**config.mk**
```make
export PLATFORM = sky130hd
export DESIGN_NAME = wdtw_top
export DESIGN_NICKNAME = d
export VERILOG_FILES = /design/src/common/wdtw_pkg.sv /design/src/hw/wdtw_top.sv
export VERILOG_INCLUDE_DIRS = /design/src /design/src/common
export SDC_FILE = /design/constraint.sdc
export NUM_CORES = 1
export LEC_CHECK = 0
export ABC_AREA = 1
export BUFFER_PORTS_ARGS = -buffer_cell sky130_fd_sc_hd__buf_4
export CAP_MARGIN = 30
export CORE_MARGIN = 2
export CORE_UTILIZATION = 40
export DETAILED_ROUTE_END_ITERATION = 10
export PLACE_DENSITY = 0.7
export SKIP_CTS_REPAIR_TIMING = 1
export SYNTH_ARGS = -nofsm -noshare
export SYNTH_HDL_FRONTEND = slang
export SYNTH_SLANG_ARGS = --single-unit
```
**constraint.sdc**
```tcl
create_clock -name aclk -period 13.9 [get_ports aclk]
set_input_delay 1.39 -clock aclk [delete_from_list [all_inputs] [get_ports aclk]]
set_output_delay 1.39 -clock aclk [all_outputs]
set_load 0.05 [all_outputs]
```
**src/common/wdtw_regs.svh**
```systemverilog
// register map, field positions, reset values and timing of the watchdog
// assumes a 32-bit AXI4-Lite slave, one aligned word per register
`ifndef WDTW_REGS_SVH
`define WDTW_REGS_SVH

`define WDTW_OFF_CFG      8'h00
`define WDTW_OFF_RCTL     8'h04
`define WDTW_OFF_STAT     8'h08

`define WDTW_CFG_RST      8'h5F
`define WDTW_CFG_W        8

`define WDTW_RC_SOFT_EN   5
`define WDTW_RC_TMO       4
`define WDTW_RC_SLEEP     3
`define WDTW_RC_IDLE      2
`define WDTW_RC_MASK      8'h3C

`define WDTW_CLK_HZ       250000000
`define WDTW_LOW_POWER_RC_OSC_HZ      32000
`define WDTW_PRE_LO       23'h000020
`define WDTW_PRE_HI       23'h000080
`define WDTW_CNT_W        23

`define WDTW_RESP_OKAY    2'h0
`define WDTW_RESP_SLVERR  2'h2

`endif

```
**src/common/wdtw_pkg.sv**
```systemverilog
// types shared by the watchdog block
// assumes wdtw_regs.svh for numeric constants
package wdtw_pkg;

  // configuration word layout, bit 7 down to bit 0
  typedef struct packed {
    logic       always_on_select;
    logic       window_disable;
    logic       spare;
    logic       prescale_select;
    logic [3:0] postscale_select;
  } wdtw_cfg_s;

  typedef enum logic [1:0] {
    WDTW_RUN,
    WDTW_SLEEP,
    WDTW_IDLE
  } wdtw_mode_e;

endpackage

```
**src/hw/wdtw_top.sv**
```systemverilog
// windowed watchdog timer with AXI4-Lite registers
// assumes core instruction strobes on aclk; aresetn is the device reset
`include "wdtw_regs.svh"
`timescale 1ns/1ns
`default_nettype none

module wdtw_top
  import wdtw_pkg::*;
#(
  parameter int LOW_POWER_RC_OSC_DIV = `WDTW_CLK_HZ / `WDTW_LOW_POWER_RC_OSC_HZ
)(
  input  wire logic        aclk,
  input  wire logic        aresetn,
  input  wire logic        clk_en,
  input  wire logic [7:0]  s_axi_awaddr,
  input  wire logic        s_axi_awvalid,
  output logic             s_axi_awready,
  input  wire logic [31:0] s_axi_wdata,
  input  wire logic [3:0]  s_axi_wstrb,
  input  wire logic        s_axi_wvalid,
  output logic             s_axi_wready,
  output logic [1:0]       s_axi_bresp,
  output logic             s_axi_bvalid,
  input  wire logic        s_axi_bready,
  input  wire logic [7:0]  s_axi_araddr,
  input  wire logic        s_axi_arvalid,
  output logic             s_axi_arready,
  output logic [31:0]      s_axi_rdata,
  output logic [1:0]       s_axi_rresp,
  output logic             s_axi_rvalid,
  input  wire logic        s_axi_rready,
  input  wire logic        watchdog_clear_instr,
  input  wire logic        power_save_instr,
  input  wire logic        power_save_idle,
  input  wire logic        wake_request,
  input  wire logic        clock_switch_done,
  output logic             wdt_reset_pulse,
  output logic             wdt_wake_pulse,
  output logic             power_save_active
);

  generate
    if (LOW_POWER_RC_OSC_DIV < 2)
    begin : g_chk
      $error("LOW_POWER_RC_OSC_DIV must be at least 2");
    end
  endgenerate

  localparam int DIV_W = $clog2(LOW_POWER_RC_OSC_DIV);

  wdtw_cfg_s               cfg_reg;
  logic                    soft_enable_reg;
  logic                    timeout_flag_reg;
  logic                    sleep_flag_reg;
  logic                    idle_flag_reg;
  wdtw_mode_e              mode_reg;
  logic [DIV_W-1:0]        osc_div_reg;
  logic [`WDTW_CNT_W-1:0]  wdt_cnt_reg;
  logic [`WDTW_CNT_W-1:0]  period;
  logic                    wdt_on;
  logic                    osc_tick;
  logic                    expire;
  logic                    early_clear;
  logic                    clr_ok;
  logic                    ps_enter;
  logic                    ps_exit;
  logic                    wdt_fault;
  logic                    cnt_clear;
  logic                    wr_go;
  logic                    rd_go;
  logic [7:0]              wr_byte;

  // time-out length in oscillator ticks
  function automatic logic [`WDTW_CNT_W-1:0] wdtw_period(
    input wdtw_cfg_s c
  );
    logic [`WDTW_CNT_W-1:0] base;
    base = c.prescale_select ? `WDTW_PRE_HI : `WDTW_PRE_LO;
    return base << c.postscale_select;
  endfunction

  function automatic logic wdtw_hit(
    input logic [7:0] addr,
    input logic [7:0] off
  );
    return addr[7:2] == off[7:2];
  endfunction

  assign wdt_on = cfg_reg.always_on_select | soft_enable_reg;
  assign period = wdtw_period(cfg_reg);
  assign osc_tick = wdt_on && (osc_div_reg == DIV_W'(LOW_POWER_RC_OSC_DIV - 1));
  assign expire = osc_tick && (wdt_cnt_reg == period - 1'b1);
  assign early_clear = !cfg_reg.window_disable &&
                       (wdt_cnt_reg < period - (period >> 2));
  assign clr_ok = watchdog_clear_instr && mode_reg == WDTW_RUN && wdt_on;
  assign ps_enter = power_save_instr && mode_reg == WDTW_RUN;
  assign ps_exit = mode_reg != WDTW_RUN && (wake_request || expire);
  assign wdt_fault = mode_reg == WDTW_RUN &&
                     (expire || (clr_ok && early_clear));
  assign cnt_clear = clock_switch_done || ps_enter || ps_exit ||
                     clr_ok || wdt_fault || !wdt_on;

  assign wr_go = s_axi_awvalid && s_axi_wvalid && !s_axi_awready &&
                 !s_axi_bvalid;
  assign rd_go = s_axi_arvalid && !s_axi_arready && !s_axi_rvalid;
  assign wr_byte = s_axi_wdata[7:0];

  always_ff @(posedge aclk)
  begin
    if (!aresetn)
      osc_div_reg <= '0;
    else if (clk_en)
    begin
      if (cnt_clear || osc_tick)
        osc_div_reg <= '0;
      else
        osc_div_reg <= osc_div_reg + 1'b1;
    end
  end

  always_ff @(posedge aclk)
  begin
    if (!aresetn)
      wdt_cnt_reg <= '0;
    else if (clk_en)
    begin
      if (cnt_clear || expire)
        wdt_cnt_reg <= '0;
      else if (osc_tick)
        wdt_cnt_reg <= wdt_cnt_reg + 1'b1;
    end
  end

  // power-save mode tracking
  always_ff @(posedge aclk)
  begin
    if (!aresetn)
      mode_reg <= WDTW_RUN;
    else if (clk_en)
    begin
      case (mode_reg)
        WDTW_RUN:
          if (ps_enter)
            mode_reg <= power_save_idle ? WDTW_IDLE : WDTW_SLEEP;
        WDTW_SLEEP,
        WDTW_IDLE:
          if (ps_exit)
            mode_reg <= WDTW_RUN;
        default:
          mode_reg <= WDTW_RUN;
      endcase
    end
  end

  // configuration word, software writable
  always_ff @(posedge aclk)
  begin
    if (!aresetn)
      cfg_reg <= wdtw_cfg_s'(`WDTW_CFG_RST);
    else if (clk_en && wr_go && s_axi_wstrb[0] &&
             wdtw_hit(s_axi_awaddr, `WDTW_OFF_CFG))
      cfg_reg <= wdtw_cfg_s'(wr_byte);
  end

  // soft enable cleared on any reset
  always_ff @(posedge aclk)
  begin
    if (!aresetn)
      soft_enable_reg <= 1'b0;
    else if (clk_en)
    begin
      if (wdt_fault)
        soft_enable_reg <= 1'b0;
      else if (wr_go && s_axi_wstrb[0] &&
               wdtw_hit(s_axi_awaddr, `WDTW_OFF_RCTL))
        soft_enable_reg <= wr_byte[`WDTW_RC_SOFT_EN];
    end
  end

  always_ff @(posedge aclk)
  begin
    if (!aresetn)
      timeout_flag_reg <= 1'b0;
    else if (clk_en)
    begin
      if (wdt_fault || (expire && mode_reg != WDTW_RUN))
        timeout_flag_reg <= 1'b1;
      else if (wr_go && s_axi_wstrb[0] &&
               wdtw_hit(s_axi_awaddr, `WDTW_OFF_RCTL))
        timeout_flag_reg <= wr_byte[`WDTW_RC_TMO];
    end
  end

  always_ff @(posedge aclk)
  begin
    if (!aresetn)
    begin
      sleep_flag_reg <= 1'b0;
      idle_flag_reg  <= 1'b0;
    end
    else if (clk_en)
    begin
      if (wr_go && s_axi_wstrb[0] &&
          wdtw_hit(s_axi_awaddr, `WDTW_OFF_RCTL))
      begin
        sleep_flag_reg <= wr_byte[`WDTW_RC_SLEEP];
        idle_flag_reg  <= wr_byte[`WDTW_RC_IDLE];
      end
      // entry set overrides a same-cycle write
      if (ps_enter && !power_save_idle)
        sleep_flag_reg <= 1'b1;
      if (ps_enter && power_save_idle)
        idle_flag_reg <= 1'b1;
    end
  end

  always_ff @(posedge aclk)
  begin
    if (!aresetn)
    begin
      wdt_reset_pulse   <= 1'b0;
      wdt_wake_pulse    <= 1'b0;
      power_save_active <= 1'b0;
    end
    else if (clk_en)
    begin
      wdt_reset_pulse   <= wdt_fault;
      wdt_wake_pulse    <= expire && mode_reg != WDTW_RUN;
      power_save_active <= ps_enter ||
                           (mode_reg != WDTW_RUN && !ps_exit);
    end
  end

  // write channel: address and data taken together
  always_ff @(posedge aclk)
  begin
    if (!aresetn)
    begin
      s_axi_awready <= 1'b0;
      s_axi_wready  <= 1'b0;
      s_axi_bvalid  <= 1'b0;
      s_axi_bresp   <= `WDTW_RESP_OKAY;
    end
    else if (clk_en)
    begin
      s_axi_awready <= wr_go;
      s_axi_wready  <= wr_go;
      if (wr_go)
      begin
        // status word is read-only, writes ignored
        s_axi_bresp  <= (wdtw_hit(s_axi_awaddr, `WDTW_OFF_CFG) ||
                         wdtw_hit(s_axi_awaddr, `WDTW_OFF_RCTL) ||
                         wdtw_hit(s_axi_awaddr, `WDTW_OFF_STAT)) ?
                        `WDTW_RESP_OKAY : `WDTW_RESP_SLVERR;
      end
      // response only after both address and data handshakes
      if (s_axi_awready)
        s_axi_bvalid <= 1'b1;
      else if (s_axi_bready)
        s_axi_bvalid <= 1'b0;
    end
  end

  // read channel
  always_ff @(posedge aclk)
  begin
    if (!aresetn)
    begin
      s_axi_arready <= 1'b0;
      s_axi_rvalid  <= 1'b0;
      s_axi_rdata   <= '0;
      s_axi_rresp   <= `WDTW_RESP_OKAY;
    end
    else if (clk_en)
    begin
      s_axi_arready <= rd_go;
      if (rd_go)
      begin
        s_axi_rresp  <= `WDTW_RESP_OKAY;
        if (wdtw_hit(s_axi_araddr, `WDTW_OFF_CFG))
          s_axi_rdata <= {24'h000000, cfg_reg};
        else if (wdtw_hit(s_axi_araddr, `WDTW_OFF_RCTL))
          s_axi_rdata <= {26'h0000000, soft_enable_reg,
                          timeout_flag_reg, sleep_flag_reg,
                          idle_flag_reg, 2'h0};
        else if (wdtw_hit(s_axi_araddr, `WDTW_OFF_STAT))
          s_axi_rdata <= {4'h0, wdt_on, mode_reg, 2'h0, wdt_cnt_reg};
        else
        begin
          s_axi_rdata <= '0;
          s_axi_rresp <= `WDTW_RESP_SLVERR;
        end
      end
      // data only after the address handshake
      if (s_axi_arready)
        s_axi_rvalid <= 1'b1;
      else if (s_axi_rready)
        s_axi_rvalid <= 1'b0;
    end
  end

endmodule

`default_nettype wire

```
==> summary.txt <==
Min path
  – Worst Hold Class: reg2reg
  – Hold EP: cfg_reg[5]$_SDFFE_PN0P_
  – Min-delay src: cfg_reg[5]$_SDFFE_PN0P_
  – Hold depth: 2

Logic synthesis
  – Syn avg cell area: roughly 6.5 µm²
  – Library cells used by synthesis: 49
  – Synthesized cell area: 6830 µm²
  – Synth warnings: 0
  – Post-synthesis cell count: approximately 1,000
  – Yosys reg bits: 85
  – Fraction of the yosys area taken by sequential cells: 24.9%

Floorplan
  – Core area: about 17,000 µm²
  – Ports: around 110
  – Die span in x: around 130 µm
  – FP Rows: 47
  – Initial Util: about 41%
  – Die area: between 15,000 and 20,000 µm²
  – Die Y-Extent: 135 µm

Routing
  – Routed length on met1: 8890 µm
  – DRC: 0
  – Antenna Violating Nets Remaining: 0
  – DR WL/cell: roughly 14 µm
  – Vias post-DR: around 6,800
  – Final wirelength: ~19,000 µm
  – Met2 wire len: about 8500 µm
  – Via-per-instance ratio: 5.20
  – Highest routed layer: met4
  – Iter 0 DRT Violations: between 500 and 600
  – Met3 WL: roughly 1000 µm
  – DRT Pass-1 Iters: 5

Power
  – Total power: approximately 0.00057 W
  – Sw power: between 0.0001 and 0.00015 W
  – Flop pwr share: around 43%
  – VDD IR max: between 0.00006 and 0.00007 V
  – Clock network power share: a little under half
  – P_int: 0.000436 W
  – Combinational share of power: 9.0%
  – Power Density: ~74 nW/µm²
  – Lkg Pwr: between 3 and 4 nW
  – Sw Share: around 24%

Timing
  – Slew HR: ~40%
  – Final hold violation count: 0
  – Setup_tns: 0 ns
  – Hold Slack: ~0.45 ns
  – Fin crit share: ~45%
  – Final Critical Period: 6.19 ns
  – Skew final: 0.00891 ns
  – RSZ-0062 raised after global routing: no
  – Max Fclk: 162 MHz
  – Setup violators final: 0
  – Worst-margin pin slew: 0.897 ns
  – Max-slew violation count: 0

Clock tree
  – Clk_lat worst skew: roughly 0.34 ns
  – Root buffer cell: clkbuf_16
  – CTS clk-pin slew, worst paths: approximately 0.07 ns
  – H-tree levels: 3
  – Clock tree from TritonCTS: done
  – Total CTS buffers: 9
  – Clock buffer depth: 2
  – Sink Count: 85

Finish
  – Max FFs per register: 26
  – Layout area overhead: 13.4%
  – Final core occ: a little under half
  – Most frequent cells in the layout: 254 x nand2_1, 118 x inv_1, 89 x a21oi_1
  – Most common cell after layout, fill and taps aside: nand2_1
  – # diodes: 0
  – Fin nets: roughly 1,200
  – Fraction of layout cells with a size suffix above 1: between 10% and 20%

Setup path
  – WS Path Type: reg2reg
  – Crit-path most repeated cell: a21oi_1
  – R2r worst-path depth: 27
  – Critical-path top delay cell: dfxtp_1
  – Worst Setup Start Kind: flip-flop
  – R2r endpoint: osc_div_reg[6]$_SDFFE_PN0P_
  – Crit path DAT: between 6 and 7 ns
  – Worst R2R Start: cfg_reg[3]$_SDFFE_PN1P_
  – Flop-to-flop setup slack: 7.71 ns
  – Largest stage delay on the critical path: 0.68 ns
  – Crit Path Max Fanout: 25
  – CP Data Required Time: ~14 ns
  – CP endpoint kind: flip-flop

Place
  – # port buffers: 69
  – GPL Wtd Cong: approximately 0.96
  – HPWL Detailed: around 15,000 µm

Global route
  – Vias in the first global route: just over 6,000
  – Total gr overflow: 0
  – First-pass GRT wire length: between 30,000 and 40,000 µm
  – Largest net degree at the start of global routing: between 40 and 50
  – GRT Overall Usage: 21.0%
  – Initial antenna violation count: 0

Run
  – Max-cap violations: 0

Outcome
  – Status: finished, final reports clean
## worst max path at each step
stage                                 start                     endpoint  slack (ns)  depth (start not counted)
global placement    cfg_reg[3]$_SDFFE_PN1P_  osc_div_reg[0]$_SDFFE_PN0P_        7.92                         27
global route        cfg_reg[3]$_SDFFE_PN1P_  osc_div_reg[6]$_SDFFE_PN0P_        7.28                         27
finish              cfg_reg[3]$_SDFFE_PN1P_  osc_div_reg[6]$_SDFFE_PN0P_        7.71                         27
CTS                 cfg_reg[3]$_SDFFE_PN1P_  osc_div_reg[6]$_SDFFE_PN0P_        7.82                         27
floorplan           cfg_reg[0]$_SDFFE_PN1P_  osc_div_reg[8]$_SDFFE_PN0P_        9.54                         30
detailed placement  cfg_reg[3]$_SDFFE_PN1P_  osc_div_reg[6]$_SDFFE_PN0P_        7.91                         27
## synthesized netlist by cell type (all sizes together)
cell type,instances,area (µm²)
buf,26,185
and3,1,6.26
a32o,1,10.0
nor3,16,80.1
xor2,40,350
a21boi,3,22.5
o221ai,4,35.0
nand2,264,1030
ha,39,488
a31oi,1,6.26
clkbuf,26,97.6
a21oi,89,445
and3b,1,8.76
o211ai,7,52.6
o31ai,1,7.51
nor4,13,81.3
and2,1,6.26
inv,126,478
a21o,1,7.51
o22ai,1,6.26
dfxtp,85,1700
a211oi,3,22.5
nand3b,8,72.6
xnor2,14,123
conb,1,3.75
o21ai,36,180
or2,2,12.5
nor2,95,413
nand4,56,363
o21bai,4,30.0
nor3b,2,15.0
o21a,2,15.0
nand3,80,475
## per-layer routing
layer	global-route usage, %	vias up
li1	-	3544
met1	27.8	3054
met2	34.0	197
met3	4.13	34
met4	7.78	0
met5	0	-
## power by group through the flow
stage,sequential (W),clock (W),combinational [W]
CTS,0.000250,0.000277,0.0000519
detailed placement,0.000255,0,0.0000517
floorplan,0.000262,0,0.0000300
finish,0.000250,0.000273,0.0000520
global route,0.000250,0.000288,0.0000569
global placement,0.000255,0,0.0000514
## cells by family after synthesis
| kind of cell | after synthesis | share of synthesized area, % |
|---|---|---|
| fa+ha+maj | 39 | 7.14 |
| simple gates | 539 | 37.5 |
| xor+xnor | 54 | 6.92 |
| compound gates | 153 | 12.3 |
| buf+inv | 178 | 11.1 |
| flops | 85 | 24.9 |
| other cells | 1 | 0.0549 |
## critical path: cells and delay by family (launching register included)
family	cells	cell delay [ns]
XOR/XNOR	1	0.17
buffers and inverters	3	0.52
AO/OA/AOI/OAI	6	1.69
flip-flops	1	0.68
adder cells (fa/ha/maj)	2	0.65
AND/OR/NAND/NOR	15	2.33
## per-stage QoR
stage | instances | worst slack, ns | cell area, µm²
6_report | 1313 | 7.71 | 7750
5_1_grt | 1313 | 7.28 | 7750
4_1_cts | 1313 | 7.82 | 7750
3_5_place_dp | 1297 | 7.91 | 7410
3_3_place_gp | 1297 | 7.92 | 7410
2_1_floorplan | 1056 | 9.54 | 6860
## final cells by class
| type | instances | area, µm² |
|---|---|---|
| Fill cell | 1727 | 8890 |
| Sequential cell | 85 | 1700 |
| Inverter | 126 | 478 |
| Multi-Input combinational cell | 793 | 4400 |
| Timing Repair Buffer | 73 | 548 |
| Clock inverter | 4 | 76.3 |
| Clock buffer | 12 | 267 |
| Tap cell | 220 | 275 |
Note: power is estimated with default switching activity, not from simulation.
